<file path="src/hw/link_alloc_pkg.sv">
package link_alloc_pkg;

  // register indices; byte address is four times the index
  localparam logic [13:0] IDX_ALLOC_A = 14'h20B1;
  localparam logic [13:0] IDX_ALLOC_B = 14'h20B2;
  localparam logic [13:0] IDX_MODE = 14'h250A;
  localparam logic [13:0] IDX_FUNC_FIRST = 14'h2590;
  localparam logic [13:0] IDX_CTRL = 14'h2600;
  localparam logic [13:0] IDX_IRQ_STATUS = 14'h2601;
  localparam logic [13:0] IDX_IRQ_MASK = 14'h2602;
  localparam logic [13:0] IDX_STATE = 14'h2603;

  // counts
  localparam int NUM_WORDS = 8;
  localparam int NUM_GROUPS = 2;
  localparam int BITS_PER_GROUP = 4;
  localparam int NUM_FUNCS = 5;
  localparam int NUM_PINS = 8;

  // response selection and start bit limits
  localparam logic [7:0] SEL_NONE = 8'h00;
  localparam logic [7:0] SEL_MAX = 8'h08;
  localparam logic [7:0] START_MAX = 8'h14;

  // allocation mode digit
  typedef enum logic [3:0] {
    MODE_RESERVED = 4'b0000,
    MODE_LEGACY = 4'b0001,
    MODE_LINK = 4'b0010
  } alloc_mode_e;

  // function source digit
  localparam logic [3:0] SRC_PIN = 4'h0;
  localparam logic [3:0] SRC_LINK = 4'h1;

  // control register bit positions
  localparam int CTRL_RESTART_BIT = 0;
  localparam int CTRL_DETECT_BIT = 1;

  // interrupt status bit positions
  localparam int EV_COMM_BIT = 0;
  localparam int EV_STAT_BIT = 1;
  localparam int EV_WIDTH = 2;

  // reset values
  localparam logic [15:0] ALLOC_RESET = 16'h0000;
  localparam logic [15:0] MODE_RESET = 16'h0001;
  localparam logic [15:0] FUNC_RESET = 16'h0000;

  // sequence input allocation: start bit high byte, word select low byte
  typedef struct packed {
    logic [7:0] start;
    logic [7:0] word_sel;
  } seq_alloc_s;

  // function input allocation: source digit then input number
  typedef struct packed {
    logic [7:0] spare;
    logic [3:0] src;
    logic [3:0] num;
  } func_alloc_s;

  // alarm pair
  typedef struct packed {
    logic status_err;
    logic comm_err;
  } alarm_s;

endpackage

</file>
<file path="src/hw/link_input_bit_allocator.sv">
`timescale 1ns/100ps

// Behaviour
// RL1 - a word selection of 00, the default, drives no response data onto its input group.
// RL2 - a word selection from 01 to 08 picks response word 1 to 8 as the group's bit source.
// RL3 - four contiguous bits from the start bit (00 to 20) go to link inputs 0 to 3 in order.
// RL4 - the second allocation does the same for link inputs 4 to 7.
// RL5 - with any data allocated both I/O-device alarms follow their faults whatever the detect setting.
// RL6 - the mode digit reads 0 reserved, 1 legacy allocation, 2 link-aware allocation.
// RL7 - in link-aware mode a source digit of 1 takes a link input and 0 a connector pin.
// RL8 - only the two drive prohibits, home switch and two torque limits take link inputs.
// RL9 - allocation and mode settings are latched at restart and never change while running.
module link_input_bit_allocator
  import link_alloc_pkg::*;
(
  // clock and reset
  input wire logic clk_i,
  input wire logic rst_i,
  // wishbone slave
  input wire logic cyc_i,
  input wire logic stb_i,
  input wire logic we_i,
  input wire logic [15:0] adr_i,
  input wire logic [3:0] sel_i,
  input wire logic [31:0] dat_i,
  output logic [31:0] dat_o,
  output logic ack_o,
  // link side
  input wire logic [NUM_WORDS-1:0][31:0] response_words_i,
  input wire logic comm_fault_i,
  input wire logic status_fault_i,
  // connector pins
  input wire logic [NUM_PINS-1:0] io_signal_connector_i,
  // link inputs and drive functions
  output logic [7:0] link_seq_input_o,
  output logic forward_drive_prohibit_o,
  output logic reverse_drive_prohibit_o,
  output logic home_switch_o,
  output logic forward_ext_torque_limit_o,
  output logic reverse_ext_torque_limit_o,
  // alarms and interrupt
  output logic io_device_comm_error_alarm_o,
  output logic io_device_status_error_alarm_o,
  output logic irq_o
);

  // software-visible settings
  seq_alloc_s seq_input_alloc_group_a, next_seq_input_alloc_group_a;
  seq_alloc_s seq_input_alloc_group_b, next_seq_input_alloc_group_b;
  logic [15:0] input_alloc_mode_select, next_input_alloc_mode_select;
  func_alloc_s [NUM_FUNCS-1:0] func_alloc, next_func_alloc;
  logic io_device_error_detect_select, next_io_device_error_detect_select;
  logic [EV_WIDTH-1:0] irq_status, next_irq_status;
  logic [EV_WIDTH-1:0] irq_mask, next_irq_mask;
  logic restart_req, next_restart_req;
  logic [31:0] next_dat;
  logic next_ack;

  // settings in force since the last restart
  seq_alloc_s [NUM_GROUPS-1:0] act_alloc, next_act_alloc;
  alloc_mode_e act_mode, next_act_mode;
  func_alloc_s [NUM_FUNCS-1:0] act_func, next_act_func;
  logic act_detect, next_act_detect;

  // outputs
  logic [7:0] next_link_seq;
  logic [NUM_FUNCS-1:0] func_out, next_func_out;
  alarm_s alarm, next_alarm;
  logic next_irq;

  // decode helpers
  logic req;
  logic [13:0] idx;
  logic [NUM_GROUPS-1:0] grp_valid;
  logic [NUM_GROUPS-1:0][BITS_PER_GROUP-1:0] grp_bits;
  logic any_alloc;
  logic [EV_WIDTH-1:0] ev_rise;

  assign req = cyc_i & stb_i & ~ack_o;
  assign idx = adr_i[15:2];

  // extraction of four bits per group from the selected response word
  genvar g;
  generate
    for (g = 0; g < NUM_GROUPS; g = g + 1) begin : gen_group
      logic [31:0] word;
      logic [31:0] shifted;
      always_comb begin
        grp_valid[g] = (act_alloc[g].word_sel != SEL_NONE)
                       && (act_alloc[g].word_sel <= SEL_MAX)
                       && (act_alloc[g].start <= START_MAX); // see RL1
        word = 32'h0000_0000;
        if (grp_valid[g]) begin
          word = response_words_i[act_alloc[g].word_sel[2:0] - 3'h1]; // see RL2
        end
        shifted = word >> act_alloc[g].start[4:0]; // see RL3
        grp_bits[g] = grp_valid[g] ? shifted[BITS_PER_GROUP-1:0] : 4'h0; // see RL1
      end
    end
  endgenerate

  assign any_alloc = |grp_valid;

  // register writes, reads and interrupt bookkeeping
  always_comb begin
    next_seq_input_alloc_group_a = seq_input_alloc_group_a;
    next_seq_input_alloc_group_b = seq_input_alloc_group_b;
    next_input_alloc_mode_select = input_alloc_mode_select;
    next_func_alloc = func_alloc;
    next_io_device_error_detect_select = io_device_error_detect_select;
    next_irq_mask = irq_mask;
    next_irq_status = irq_status;
    next_restart_req = 1'b0;
    next_ack = req;
    next_dat = 32'h0000_0000;
    if (req && we_i) begin
      if (idx == IDX_ALLOC_A) begin
        if (sel_i[0]) next_seq_input_alloc_group_a.word_sel = dat_i[7:0];
        if (sel_i[1]) next_seq_input_alloc_group_a.start = dat_i[15:8];
      end
      if (idx == IDX_ALLOC_B) begin
        if (sel_i[0]) next_seq_input_alloc_group_b.word_sel = dat_i[7:0];
        if (sel_i[1]) next_seq_input_alloc_group_b.start = dat_i[15:8];
      end
      if (idx == IDX_MODE) begin
        if (sel_i[0]) next_input_alloc_mode_select[7:0] = dat_i[7:0];
        if (sel_i[1]) next_input_alloc_mode_select[15:8] = dat_i[15:8];
      end
      for (int f = 0; f < NUM_FUNCS; f++) begin
        if (idx == IDX_FUNC_FIRST + 14'(f)) begin
          if (sel_i[0]) next_func_alloc[f][7:0] = dat_i[7:0];
          if (sel_i[1]) next_func_alloc[f][15:8] = dat_i[15:8];
        end
      end
      if (idx == IDX_CTRL && sel_i[0]) begin
        next_restart_req = dat_i[CTRL_RESTART_BIT];
        next_io_device_error_detect_select = dat_i[CTRL_DETECT_BIT];
      end
      if (idx == IDX_IRQ_MASK && sel_i[0]) begin
        next_irq_mask = dat_i[EV_WIDTH-1:0];
      end
    end
    if (req && !we_i) begin
      if (idx == IDX_ALLOC_A) next_dat = {16'h0000, seq_input_alloc_group_a};
      if (idx == IDX_ALLOC_B) next_dat = {16'h0000, seq_input_alloc_group_b};
      if (idx == IDX_MODE) next_dat = {16'h0000, input_alloc_mode_select};
      for (int f = 0; f < NUM_FUNCS; f++) begin
        if (idx == IDX_FUNC_FIRST + 14'(f)) next_dat = {16'h0000, func_alloc[f]};
      end
      if (idx == IDX_CTRL) begin
        next_dat[CTRL_DETECT_BIT] = io_device_error_detect_select;
      end
      if (idx == IDX_IRQ_STATUS) begin
        next_dat[EV_WIDTH-1:0] = irq_status;
        next_irq_status = '0; // read clears
      end
      if (idx == IDX_IRQ_MASK) next_dat[EV_WIDTH-1:0] = irq_mask;
      if (idx == IDX_STATE) begin
        next_dat = {16'h0000, link_seq_input_o, 1'b0, func_out, alarm};
      end
    end
    // a new event beats a clearing read
    next_irq_status = next_irq_status | ev_rise;
  end

  always_ff @(posedge clk_i) begin
    if (rst_i) begin
      seq_input_alloc_group_a <= ALLOC_RESET;
      seq_input_alloc_group_b <= ALLOC_RESET;
      input_alloc_mode_select <= MODE_RESET;
      func_alloc <= {NUM_FUNCS{FUNC_RESET}};
      io_device_error_detect_select <= 1'b0;
      irq_status <= '0;
      irq_mask <= '0;
      restart_req <= 1'b0;
      dat_o <= 32'h0000_0000;
      ack_o <= 1'b0;
    end else begin
      seq_input_alloc_group_a <= next_seq_input_alloc_group_a;
      seq_input_alloc_group_b <= next_seq_input_alloc_group_b;
      input_alloc_mode_select <= next_input_alloc_mode_select;
      func_alloc <= next_func_alloc;
      io_device_error_detect_select <= next_io_device_error_detect_select;
      irq_status <= next_irq_status;
      irq_mask <= next_irq_mask;
      restart_req <= next_restart_req;
      dat_o <= next_dat;
      ack_o <= next_ack;
    end
  end

  // working copies are taken only at restart
  always_comb begin
    next_act_alloc = act_alloc;
    next_act_mode = act_mode;
    next_act_func = act_func;
    next_act_detect = act_detect;
    if (restart_req) begin
      next_act_alloc[0] = seq_input_alloc_group_a; // see RL9
      next_act_alloc[1] = seq_input_alloc_group_b; // see RL4
      next_act_func = func_alloc;
      next_act_detect = io_device_error_detect_select;
      case (input_alloc_mode_select[3:0]) // see RL6
        MODE_LINK: next_act_mode = MODE_LINK;
        MODE_LEGACY: next_act_mode = MODE_LEGACY;
        MODE_RESERVED: next_act_mode = MODE_RESERVED;
        default: next_act_mode = MODE_RESERVED;
      endcase
    end
  end

  always_ff @(posedge clk_i) begin
    if (rst_i) begin
      act_alloc <= {NUM_GROUPS{ALLOC_RESET}};
      act_mode <= MODE_LEGACY;
      act_func <= {NUM_FUNCS{FUNC_RESET}};
      act_detect <= 1'b0;
    end else begin
      act_alloc <= next_act_alloc;
      act_mode <= next_act_mode;
      act_func <= next_act_func;
      act_detect <= next_act_detect;
    end
  end

  // link inputs, function routing, alarms and interrupt line
  always_comb begin
    next_link_seq = {grp_bits[1], grp_bits[0]}; // see RL4
    for (int f = 0; f < NUM_FUNCS; f++) begin
      next_func_out[f] = 1'b0;
      case (act_mode)
        MODE_LINK: begin
          if (act_func[f].src == SRC_LINK) begin
            next_func_out[f] = next_link_seq[act_func[f].num[2:0]]; // see RL7
          end else if (act_func[f].src == SRC_PIN) begin
            next_func_out[f] = io_signal_connector_i[act_func[f].num[2:0]]; // see RL7
          end
        end
        MODE_LEGACY: next_func_out[f] = io_signal_connector_i[act_func[f].num[2:0]];
        MODE_RESERVED: next_func_out[f] = 1'b0; // see RL6
        default: next_func_out[f] = 1'b0;
      endcase
      if (act_func[f].num[3]) next_func_out[f] = 1'b0;
    end
    next_alarm.comm_err = comm_fault_i & (act_detect | any_alloc); // see RL5
    next_alarm.status_err = status_fault_i & (act_detect | any_alloc); // see RL5
    ev_rise = {next_alarm.status_err & ~alarm.status_err,
               next_alarm.comm_err & ~alarm.comm_err};
    next_irq = |(irq_status & irq_mask);
  end

  always_ff @(posedge clk_i) begin
    if (rst_i) begin
      link_seq_input_o <= 8'h00;
      func_out <= '0;
      alarm <= '0;
      irq_o <= 1'b0;
    end else begin
      link_seq_input_o <= next_link_seq;
      func_out <= next_func_out;
      alarm <= next_alarm;
      irq_o <= next_irq;
    end
  end

  // only these five functions exist, so nothing else can take a link input
  assign forward_drive_prohibit_o = func_out[0]; // see RL8
  assign reverse_drive_prohibit_o = func_out[1];
  assign home_switch_o = func_out[2];
  assign forward_ext_torque_limit_o = func_out[3];
  assign reverse_ext_torque_limit_o = func_out[4];
  assign io_device_comm_error_alarm_o = alarm.comm_err;
  assign io_device_status_error_alarm_o = alarm.status_err;

endmodule // link_input_bit_allocator

</file>
<file path="config.mk">
export PLATFORM = sky130hd
export DESIGN_NAME = link_input_bit_allocator
export DESIGN_NICKNAME = d
export VERILOG_FILES = /design/src/hw/link_alloc_pkg.sv /design/src/hw/link_input_bit_allocator.sv
export SDC_FILE = /design/constraint.sdc
export NUM_CORES = 1
export LEC_CHECK = 0
export ABC_AREA = 1
export BUFFER_PORTS_ARGS = -buffer_cell sky130_fd_sc_hd__buf_2
export CAP_MARGIN = 20
export CORE_MARGIN = 2
export CORE_UTILIZATION = 35
export DETAILED_ROUTE_END_ITERATION = 16
export PLACE_DENSITY = 0.59
export SYNTH_ARGS = -nofsm -noshare
export SYNTH_HDL_FRONTEND = slang
export SYNTH_SLANG_ARGS = --single-unit
</file>
<file path="constraint.sdc">
create_clock -name clk_i -period 4.8 [get_ports clk_i]
set_input_delay 0.72 -clock clk_i [delete_from_list [all_inputs] [get_ports clk_i]]
set_output_delay 0.72 -clock clk_i [all_outputs]
set_load 0.02 [all_outputs]
</file>
-- Yosys cells after proc, flatten, opt, wreduce, memory -nomap -nowiden
Cells that the tools add are included.
- flip-flop bits (word level): 260
- word-level logic and storage cells: 208
- add/subtract/negate cells: 2
- order comparisons: 11
- eq/ne operators: 21
- shifts and indexed selects: 2
- muxes and demuxes: 58
- bitwise logic cells: 15
- reduce and logical (&&, ||, !) cells: 45
- operator list (operator ; count):
    32-bit binary-select mux with 3-bit select ; 2
    14-bit equality test (second input constant) ; 12
    16-bit 2-to-1 mux ; 9
    32-bit 2-to-1 mux ; 4
    32-bit by 5-bit >> shifter with 4-bit output ; 2
    3-bit AND reduction ; 16
    1-bit binary-select mux with 3-bit select ; 10
    4-bit by 1-bit equality test with 1-bit output (second input constant) ; 7
    3-bit by 4-bit less-than comparator with 1-bit output (second input constant) ; 7
    1-bit 2-to-1 mux ; 21
    4-bit logical NOT ; 5
    8-bit by 4-bit less-or-equal comparator with 1-bit output (second input constant) ; 2
    8-bit by 5-bit less-or-equal comparator with 1-bit output (second input constant) ; 2
    8-bit nonzero test ; 2
    2-bit OR reduction ; 8
    1-bit case mux with 2 select lines ; 5
    10-bit OR reduction ; 1
    4-bit by 2-bit equality test with 1-bit output (second input constant) ; 2
    1-bit logical AND ; 8
    2-bit 2-to-1 mux ; 4
    4-bit 2-to-1 mux ; 2
    1-bit bitwise AND ; 6
    1-bit NOT ; 6
    3-bit OR reduction ; 2
    7 further kinds ; 9

-- Logic depth before layout (Yosys ltp)
Gate-level depths: netlist of the first run.
- depth in word-level cells: 13
- depth in mapped cells: 29

-- Worst setup path before layout of the first run
OpenSTA, ideal clock, no wires.
- kind: reg-to-reg
- start: register act_alloc[0] (netlist bit)
- end: register func_out[2]
- arrival time: 2.837 ns
- data required time: 4.734 ns
- slack: 1.897 ns
- cell stages (with the launch flop): 26
- buffers on the path: 6
- period minus slack after synthesis: 2.903 ns
- cell sequence: dfxtp_1 buf_4 inv_2 buf_2 buf_2 ha_1 buf_2 inv_2 buf_2 buf_2 o211ai_1 nand3_1 nand3b_1 nand2_1 nand3_1 nand3_1 nand2_1 nand2_1 nand2_1 nand2_2 nand2_1 o211ai_1 nand3_1 nand3_1 nand2_1 a21oi_2
- longest elaborated chain between the ends: 10
- elaborated cells between the ends (all ways): 14
- those cells by class: add/sub: 1; order compare: 1; shift: 1; mux: 8; reduce/logical: 3
- ends and longest elaborated chain (element ; line ; text):
    from (decl) ; link_input_bit_allocator.sv:60 ; seq_alloc_s [NUM_GROUPS-1:0] act_alloc, next_act_alloc;
    from (signal assigned) ; link_input_bit_allocator.sv:214 ; act_alloc <= {NUM_GROUPS{ALLOC_RESET}};
    from (signal assigned) ; link_input_bit_allocator.sv:219 ; act_alloc <= next_act_alloc;
    3-bit by 1-bit subtractor with 3-bit output (tied with other cells) ; link_input_bit_allocator.sv:94 ; word = response_words_i[act_alloc[g].word_sel[2:0] - 3'h1];
    32-bit binary-select mux with 3-bit select or 1-bit logical AND (tied branches) ; link_input_bit_allocator.sv:94, link_input_bit_allocator.sv:90 ;
    32-bit 2-to-1 mux (implied by the code) or 1-bit logical AND (tied branches) ; link_input_bit_allocator.sv:94, link_input_bit_allocator.sv:91 ;
    32-bit 2-to-1 mux ; link_input_bit_allocator.sv:93 ; if (grp_valid[g]) begin
    32-bit by 5-bit >> shifter with 4-bit output ; link_input_bit_allocator.sv:96 ; shifted = word >> act_alloc[g].start[4:0];
    4-bit 2-to-1 mux (*) ; link_input_bit_allocator.sv:97 ; grp_bits[g] = grp_valid[g] ? shifted[BITS_PER_GROUP-1:0] : 4'h0;
    1-bit binary-select mux with 3-bit select (*) ; link_input_bit_allocator.sv:234 ; next_func_out[f] = next_link_seq[act_func[f].num[2:0]];
    1-bit 2-to-1 mux (implied by the code) (*) ; link_input_bit_allocator.sv:234 ;
    1-bit 2-to-1 mux (*) ; link_input_bit_allocator.sv:233 ; if (act_func[f].src == SRC_LINK) begin
    1-bit case mux with 2 select lines (*) ; link_input_bit_allocator.sv:231 ; case (act_mode)
    to (signal assigned) ; link_input_bit_allocator.sv:260 ; func_out <= next_func_out;
    to (decl) ; link_input_bit_allocator.sv:67 ; logic [NUM_FUNCS-1:0] func_out, next_func_out;
Mark *: on every way between the ends. The rest lies on a longest branch, timed or not. The select of a mux whose other input is x is not followed.
A chain may end at the register's enable or synchronous reset.

-- Worst setup path in the final report of the first run
Ends and elaborated chain as after synthesis.

==> flow_metrics.tcl, run 1 <==
set metrics [dict create \
    p_leak_nw 10.12 \
    yosysSeqAreaShare 0.2669 \
    layout_commonest_cell "nand2_1" \
    crit_arrival_ns 4.05 \
    dr_wl_met3_um 4397 \
    route.detailed.drc 0 \
    hold_buffers 0 \
    period_needed_ns 3.601 \
    drv_slew 0 \
    start_util 0.3538 \
    slew_headroom 0.2972 \
    regArea_um2 4852 \
    grt_remaining_overflow 0 \
    drv_cap 0 \
    cts-resized-gates 0 \
    async_reset_ff_frac 0 \
    final-setup-viol-count 0 \
    cellPowerDensity_nw_per_um2 211.5 \
    nets 3676 \
    ff2ff_path_depth 20 \
    final_cell_mix "nand2_1, nand3_1, buf_2" \
    grt_antenna_before_repair 7 \
    critPathMaxFanout 31 \
    multi_input_area_um2 10980 \
    ys_seq_elements 242 \
    core_um2 51300 \
    max_freq_mhz 277.7 \
    wl_per_cell_um 17.17 \
    yosysUniqueCellTypes 42 \
    synthCells 3166 \
    syn_avg_cell_area_um2 5.732 \
    finalCritPeriodShare 0.7502 \
    required_ns 5.25 \
    wl_met1_um 30420 \
    fillers 5679 \
    numCtsBuffers 27 \
    grt_use_total 0.2490 \
    grt_max_degree 208 \
    area_growth_pct 14.95 \
    num_vias 21360 \
    min_path_cells 3 \
    synth_ff_type "dfxtp_1" \
    synthesis.area_um2 18150 \
    worst_pin_slew_ns 1.054 \
    status "completed" \
    wl_met2_um 32290 \
    synth_warnings 0 \
    h-tree-depth 1 \
    drive_gt1_frac 0.1371 \
    dr.pass1.iters 8 \
    post_cts_buffers 0 \
    hpwl_um 50200 \
    path_clk_slew_ns 0.06 \
    drt-total-wl_um 69670 \
    io_pins 372 \
    routed_via_density 5.264 \
    clk_latency_ns 0.53 \
    total_power_mw 4.413 \
    hp-class "primary input to register" \
    critical_path_class "register to register" \
    grt_pass1_vias 19650 \
    drt_iter0_markers 2154 \
    irDropWorstVdd_uv 178.9 \
    end_kind "register" \
    die_y_um 231.7 \
    fin_setup_tns_ns 0 \
    cts-root-buf "clkbuf_16" \
    ant_nets 0 \
    row_count 83 \
    portBuffers 335 \
    die_x_um 231.7 \
    grt_setup_unrepaired "false" \
    top_layer "met5" \
    cts_sinks 242 \
    finalHoldViolCount 0 \
    critPathLaunchType "register" \
    grt_pass1_wl_um 107800 \
    cts_tree "built" \
    fin_skew_ns 0.007278 \
    dieArea_um2 53690 \
    synth_edf_count 0 \
    cts_buffer_depth 3 \
    gp_congestion 0.9358 \
]
per-layer routing:
metal	global-route usage	up-vias
met2	0.4201	805
met1	0.3304	9672
met4	0.08934	4
met5	0	-
li1	-	10740
met3	0.02235	137
worst max-delay path: stages, from the launching register on:
cell,delay (ns)
dfxtp_4,0.35
inv_2,0.17
ha_2,0.35
inv_2,0.53
buf_12,0.27
o211ai_1,0.12
nand3_1,0.10
nand2_1,0.09
nor2_2,0.15
nand2_1,0.09
a21oi_1,0.19
o21ai_1,0.09
nand2_1,0.09
nand2_1,0.20
nand2_2,0.18
nand2_1,0.06
o211ai_1,0.08
nand3_1,0.10
nand3_1,0.08
nand2_1,0.06
a21oi_2,0.17
cell type report:
type | instances | area share
inverters | 353 | 0.06375
well taps | 680 | 0.04078
repair buffers | 365 | 0.09476
flip-flops and latches | 242 | 0.2326
multi-input cells | 2360 | 0.5264
clock inverters | 6 | 0.001619
clock buffers | 43 | 0.03910
diodes | 8 | 0.0009596
logic make-up (layout without fill, tap and decap cells):
group	count (synthesis)	after routing	synth area share
AO/OA/AOI/OAI	626	626	0.1887
XOR/XNOR	4	4	0.002758
adder cells (fa/ha/maj)	4	4	0.002758
buffers and inverters	579	767	0.1340
flip-flops	242	242	0.2669
other	1	24	0.0002066
AND/OR/NAND/NOR	1710	1710	0.4047
synth_stat cells (14+ instances only):
| cell | count | area share |
|---|---|---|
| buf_2 | 80 | 0.022 |
| nand4_1 | 26 | 0.0090 |
| nand2_1 | 892 | 0.18 |
| a21oi_1 | 207 | 0.057 |
| o21ai_1 | 31 | 0.0085 |
| nand2_2 | 15 | 0.0052 |
| clkbuf_1 | 102 | 0.021 |
| nor2_1 | 199 | 0.041 |
| o211ai_1 | 82 | 0.034 |
| buf_1 | 14 | 0.0029 |
| o21ai_0 | 282 | 0.078 |
| dfxtp_1 | 242 | 0.27 |
| inv_1 | 334 | 0.069 |
| buf_4 | 21 | 0.0087 |
| nand3_1 | 545 | 0.15 |
sequential cells by signal (all words and copies together) (netlist names):
signal,cells
link_seq_input_o,8
act_mode,2
dat_o,16
irq_mask,2
func_alloc,80
irq_o,1
ack_o,1
io_device_error_detect_select,1
act_detect,1
restart_req,1
io_device_comm_error_alarm_o,1
seq_input_alloc_group_a,16
func_out,5
io_device_status_error_alarm_o,1
seq_input_alloc_group_b,16
irq_status,2
act_alloc,32
input_alloc_mode_select,16
act_func,40
report_power, final:
| group | leakage, nW | switching, mW | total [mW] | internal [mW] |
|---|---|---|---|---|
| Clock | 0.424 | 0.799 | 1.96 | 1.16 |
| Sequential | 1.95 | 0.00228 | 2.01 | 2.01 |
| Combinational | 7.74 | 0.275 | 0.444 | 0.168 |
worst paths after layout:
check	startpoint	endpoint	slack, ns
hold / removal	comm_fault_i	io_device_comm_error_alarm_o$_SDFF_PP0_	0.44
hold reg to reg	func_out[2]$_SDFF_PP0_	dat_o[4]$_SDFF_PP0_	0.45
setup reg to reg	act_alloc[0]$_SDFFE_PP0P_	func_out[2]$_SDFF_PP0_	1.20
setup / recovery	act_alloc[0]$_SDFFE_PP0P_	func_out[2]$_SDFF_PP0_	1.20
per-stage QoR:
step | hold slack, ns | cells | instance area (um2) | worst slack [ns] | util
2_1_floorplan | 0.4335 | 3181 | 18210 | 1.897 | -
3_3_place_gp | 0.4445 | 3999 | 19970 | 1.242 | 0.3893
3_5_place_dp | 0.4497 | 3999 | 19970 | 1.213 | 0.3893
4_1_cts | 0.4273 | 4048 | 20820 | 1.194 | 0.4059
5_1_grt | 0.4421 | 4054 | 20860 | 0.9528 | 0.4065
6_report | 0.4430 | 4057 | 20860 | 1.199 | 0.4067
(Power assumes the default switching activity.)
==> inputs of run 2 (changes only) <==
==> constraint.sdc (replaced) <==
create_clock -name clk_i -period 3.7 [get_ports clk_i]
set_input_delay 0.555 -clock clk_i [delete_from_list [all_inputs] [get_ports clk_i]]
set_output_delay 0.555 -clock clk_i [all_outputs]
set_load 0.02 [all_outputs]
==> run 2 against run 1 <==
Register-to-register slack worse by 0.96 ns. Die area stayed put. Count of clock-buffer cells in the layout decreased by 11. Clock skew is 0.010 ns higher. Cell area up 1.1%. Wire length up 0.76%. Critical path depth fell by 1. Clock power increased by 39%. Non-clock buffer count up 22. Worst hold slack worse by 0.17 ns. First-iteration DRC count grew 2.6%. Core utilization increased by 0.43 points. Critical path type unchanged. Largest power group is now the clock network. Highest routed layer is now met4.
==> flow_metrics.tcl, run 2 (synthesis results as in run 1) <==
set metrics [dict create \
    status "completed" \
    clockPowerShare 0.460 \
    dr.pass1.iters 7 \
    drive_gt1_frac 0.1445 \
    fin_skew_ns 0.01762 \
    area_growth_pct 16.18 \
    end_kind "register" \
    row_count 83 \
    grt_antenna_before_repair 2 \
    grt_setup_unrepaired "false" \
    required_ns 4.13 \
    slew_headroom 0.2794 \
    cellPowerDensity_nw_per_um2 280.4 \
    period_needed_ns 3.465 \
    worst_pin_slew_ns 1.076 \
    hpwl_um 51460 \
    critPathMaxFanout 16 \
    ff2ff_path_depth 19 \
    die_x_um 231.7 \
    cts_buffer_depth 3 \
    comb_power_share 0.098 \
    grt_remaining_overflow 0 \
    numCtsBuffers 27 \
    p_leak_nw 10.26 \
    start_util 0.3538 \
    drv_slew 0 \
    layout_commonest_cell "nand2_1" \
    path_clk_slew_ns 0.06 \
    grt_max_degree 165 \
    nets 3698 \
    routed_via_density 5.286 \
    hold_buffers 0 \
    critical_path_class "register to register" \
    drv_cap 0 \
    grt_pass1_wl_um 108900 \
    drt-total-wl_um 70200 \
    critPathLaunchType "register" \
    rrSetupSlack_ns 0.23 \
    post_cts_buffers 0 \
    wl_per_cell_um 17.23 \
    min_path_cells 3 \
    hp-class "primary input to register" \
    grt_use_total 0.2514 \
    die_y_um 231.7 \
    r2r_end "func_out[2]$_SDFF_PP0_" \
    ant_nets 0 \
    h-tree-depth 1 \
    largest_register_ffs 80 \
    rr_startpoint "act_alloc[0]$_SDFFE_PP0P_" \
    route.detailed.drc 0 \
    power_frac_seq 0.442 \
    hp-start "comm_fault_i" \
    core_um2 51300 \
    cts-root-buf "clkbuf_16" \
    max_freq_mhz 288.6 \
    final_cell_mix "nand2_1, nand3_1, buf_2" \
    min_to "io_device_comm_error_alarm_o$_SDFF_PP0_" \
    cts_sinks 242 \
    pre_cts_slack_ns 0.2833 \
    finalCritPeriodShare 0.9365 \
    num_vias 21540 \
    irDropWorstVdd_uv 234.9 \
    drt_iter0_markers 2211 \
    clk_latency_ns 0.53 \
    gp_congestion 0.9271 \
    io_pins 372 \
    fillers 5750 \
    fin_setup_tns_ns 0 \
    dieArea_um2 53690 \
    cts-resized-gates 0 \
    holdWs_ns 0.2739 \
    final-setup-viol-count 0 \
    postLayoutSetupSlackWorst_ns 0.2348 \
    top_regs "func_alloc (80), act_func (40), act_alloc (32)" \
    finalHoldViolCount 0 \
    portBuffers 335 \
    switching_share 0.2469 \
    crit_start "act_alloc[0]$_SDFFE_PP0P_" \
    final_util 0.4110 \
    cts_tree "built" \
    p_sw_mw 1.460 \
    p_int_mw 4.452 \
    top_register "func_alloc" \
    crit_arrival_ns 3.90 \
    grt_pass1_vias 19630 \
]
[run 2: worst max path at each step]
stage | endpoint | slack [ns] | cells after the start
finish | func_out[2]$_SDFF_PP0_ | 0.23 | 19
global route | func_out[4]$_SDFF_PP0_ | 0.05 | 23
floorplan | func_out[2]$_SDFF_PP0_ | 0.80 | 25
global placement | func_out[3]$_SDFF_PP0_ | 0.33 | 19
detailed placement | func_out[2]$_SDFF_PP0_ | 0.28 | 19
CTS | func_out[2]$_SDFF_PP0_ | 0.28 | 19
[run 2: area by class of cell]
type / instances / area (um2) / share of cell area
Timing Repair Buffer: 387 / 2155 / 0.1022
Antenna cell: 2 / 5.005 / 0.0002374
Sequential cell: 242 / 4852 / 0.2301
Inverter: 353 / 1330 / 0.06308
Tap cell: 680 / 850.8 / 0.04035
Clock inverter: 18 / 175.2 / 0.008308
Clock buffer: 32 / 734.5 / 0.03483
Multi-Input combinational cell: 2360 / 10980 / 0.5209
[run 2: worst max-delay path, stage by stage (launching register included)]
cell	delay, ns
dfxtp_4	0.36
inv_2	0.05
ha_2	0.23
xnor2_2	0.83
buf_4	0.35
nand3_1	0.10
nand3b_1	0.16
nand2_1	0.09
nand3_1	0.13
nand3_1	0.07
o21ai_1	0.11
nand2_1	0.08
nand2_1	0.21
nand2_2	0.13
nand2_1	0.08
o211ai_1	0.08
nand3_1	0.11
nand3_1	0.08
nand2_1	0.08
a21oi_2	0.05
[run 2: stage by stage]
step                      std cells  total power, mW  cell area, um2
final                          4074            5.912           21090
after global routing           4074            6.143           21090
after CTS                      4072            5.944           21080
after floorplan                3181            2.960           18210
after detailed placement       4022            3.244           20170
after global placement         4022            3.245           20170
[run 2: routing by layer]
metal / part of all wire / global-route usage
met2: 0.46 / 0.4154
met4: 0.037 / 0.09756
met3: 0.071 / 0.02628
met5: 0 / 0
met1: 0.43 / 0.3358
[run 2: power by group through the flow]
stage	logic [mW]	clock network (mW)	registers, mW
finish	0.582	2.72	2.61
CTS	0.579	2.75	2.61
global route	0.644	2.89	2.61
floorplan	0.288	0	2.67
detailed placement	0.576	0	2.67
global placement	0.576	0	2.67
==> inputs of run 3 (changes only) <==
--- a/config.mk
+++ b/config.mk
@@ -11,7 +11,6 @@
 export CORE_MARGIN = 2
 export CORE_UTILIZATION = 35
 export DETAILED_ROUTE_END_ITERATION = 16
-export PLACE_DENSITY = 0.59
 export SYNTH_ARGS = -nofsm -noshare
 export SYNTH_HDL_FRONTEND = slang
 export SYNTH_SLANG_ARGS = --single-unit
==> run 3 against run 2 <==
Cell area rose by 0.58%. Wire length fell by 0.68%. Via count decreased by 0.45%. Clock skew decreased by 0.0062 ns. Total power rose by 1.3%. Final cell count about the same. Worst hold slack gained 0.014 ns. First-iteration DRC count decreased by 0.59%. Sequential power about the same. Clock power increased by 3%. Largest power group unchanged. Register-to-register slack gained 0.19 ns.
==> flow_metrics.tcl, run 3 (synthesis results as in run 1) <==
set metrics [dict create \
    dr_wl_met3_um 4426 \
    numCtsBuffers 26 \
    drt-total-wl_um 69720 \
    critPathLaunchType "register" \
    max_freq_mhz 305.4 \
    grt_antenna_before_repair 2 \
    critical_path_class "register to register" \
    cts_buffer_depth 3 \
    die_x_um 231.7 \
    h-tree-depth 1 \
    route.detailed.drc 0 \
    drv_cap 0 \
    fin_skew_ns 0.01145 \
    min_to "io_device_comm_error_alarm_o$_SDFF_PP0_" \
    start_util 0.3538 \
    multi_input_area_um2 10980 \
    drt_iter0_markers 2198 \
    r2r_end "func_out[1]$_SDFF_PP0_" \
    crit_arrival_ns 3.72 \
    fillers 5649 \
    grt_pass1_vias 19540 \
    worst_pin_slew_ns 1.095 \
    hp-start "comm_fault_i" \
    worstPathCellList "inv_2 -> ha_2 -> nand3_1 -> nand2_1 -> nand3_4 -> inv_4 -> nand3_1 -> nand2_1 -> nand3_1 -> nand3_1 -> nand2_1 -> nor2_1 -> nand2_1 -> nand2_2 -> nand2_1 -> o211ai_1 -> nand3_1 -> nand3_1 -> nand2_1 -> a21oi_2" \
    largest_register_ffs 80 \
    fin_setup_tns_ns 0 \
    end_kind "register" \
    nets 3701 \
    crit_start "act_alloc[0]$_SDFFE_PP0P_" \
    routed_via_density 5.260 \
    grt_use_total 0.2485 \
    area_growth_pct 16.85 \
    grt_setup_unrepaired "false" \
    post_cts_buffers 0 \
    gp_congestion 0.9115 \
    status "completed" \
    top_register "func_alloc" \
    grt_pass1_wl_um 107900 \
    regArea_um2 4852 \
    num_vias 21440 \
    slew_headroom 0.2701 \
    layout_commonest_cell "nand2_1" \
    period_needed_ns 3.275 \
    final-setup-viol-count 0 \
    top_layer "met5" \
    slowest_stage "inv_4" \
    drive_gt1_frac 0.1433 \
    finalHoldViolCount 0 \
    final_cell_mix "nand2_1, nand3_1, buf_2" \
    grt_remaining_overflow 0 \
    rrSetupSlack_ns 0.43 \
    ant_nets 0 \
    holdWs_ns 0.2880 \
    rr_startpoint "act_alloc[0]$_SDFFE_PP0P_" \
    clk_latency_ns 0.52 \
    dr.pass1.iters 7 \
    critPathMaxFanout 24 \
    hold_buffers 0 \
    grt_max_degree 165 \
    wl_met1_um 30830 \
    portBuffers 335 \
    crit_family "simple AND/OR/NAND/NOR gates" \
    io_pins 372 \
    crit_path_max_incr_delay_ns 0.37 \
    cts_sinks 242 \
    cts-root-buf "clkbuf_16" \
    ff2ff_path_depth 20 \
    wl_per_cell_um 17.11 \
    wl_met2_um 32090 \
    die_y_um 231.7 \
    p_leak_nw 10.31 \
    finalCritPeriodShare 0.8851 \
    cts_tree "built" \
    row_count 83 \
    required_ns 4.15 \
    dieArea_um2 53690 \
    hpwl_um 50690 \
    path_clk_slew_ns 0.06 \
    critPathBufInv 2 \
    cts-resized-gates 0 \
    irDropWorstVdd_uv 361.6 \
    core_um2 51300 \
    top_regs "func_alloc (80), act_func (40), act_alloc (32)" \
    drv_slew 0 \
    cellPowerDensity_nw_per_um2 282.5 \
    hp-class "primary input to register" \
    min_path_cells 3 \
]
-- run 3: cell types whose count changed in the layout (fill, tap and decap cells not counted), sizes merged --
cell      previous run  this run
clkbuf              32        38
diode                2         5
clkinvlp             2         0
clkinv              20        11
buf                387       391
bufinv               3         5
inv                346       344
-- run 3: final cells by class --
type                       count  area share
timing repair buffer         391      0.1060
inverter                     353     0.06272
sequential                   242      0.2288
multi-input combinational   2360      0.5179
clock inverter                 7    0.007729
antenna                        5   0.0005900
clock buffer                  38     0.03617
tap                          680     0.04012
-- run 3: worst max-delay path by stage --
stage | endpoint | slack (ns) | cells past startpoint
after floorplan | func_out[2]$_SDFF_PP0_ | 0.80 | 25
after global placement | func_out[3]$_SDFF_PP0_ | 0.48 | 20
after detailed placement | func_out[4]$_SDFF_PP0_ | 0.46 | 21
after CTS | func_out[4]$_SDFF_PP0_ | 0.43 | 21
after global routing | func_out[2]$_SDFF_PP0_ | 0.10 | 20
final | func_out[1]$_SDFF_PP0_ | 0.43 | 20
-- run 3: tightest hold or removal path, delay by kind of cell --
kind                   cells  cell delay (ns)
AND/OR/NAND/NOR            1             0.09
buffers and inverters      2             0.14
-- run 3: layer usage --
metal	GRT usage	vias to the layer above
met5	0	-
met4	0.08353	2
met3	0.02394	114
met2	0.4165	777
met1	0.3331	9752
li1	-	10800
-- run 3: power breakdown --
| group | internal, mW | total, mW | switching, mW | leakage (nW) |
|---|---|---|---|---|
| sequential | 2.61 | 2.61 | 0.00305 | 1.95 |
| combinational | 0.219 | 0.578 | 0.359 | 7.90 |
| clock | 1.78 | 2.80 | 1.03 | 0.454 |
-- run 3: metrics by stage --
step	instances	worst slack [ns]	utilization	total power [mW]	area [um2]
after global routing	4072	0.1037	0.4132	6.193	21200
after detailed placement	4026	0.4604	0.3950	3.239	20260
final	4076	0.4253	0.4134	5.991	21210
after CTS	4071	0.4289	0.4131	6.025	21190
after floorplan	3181	0.7967	-	2.960	18210
after global placement	4026	0.4800	0.3950	3.240	20260
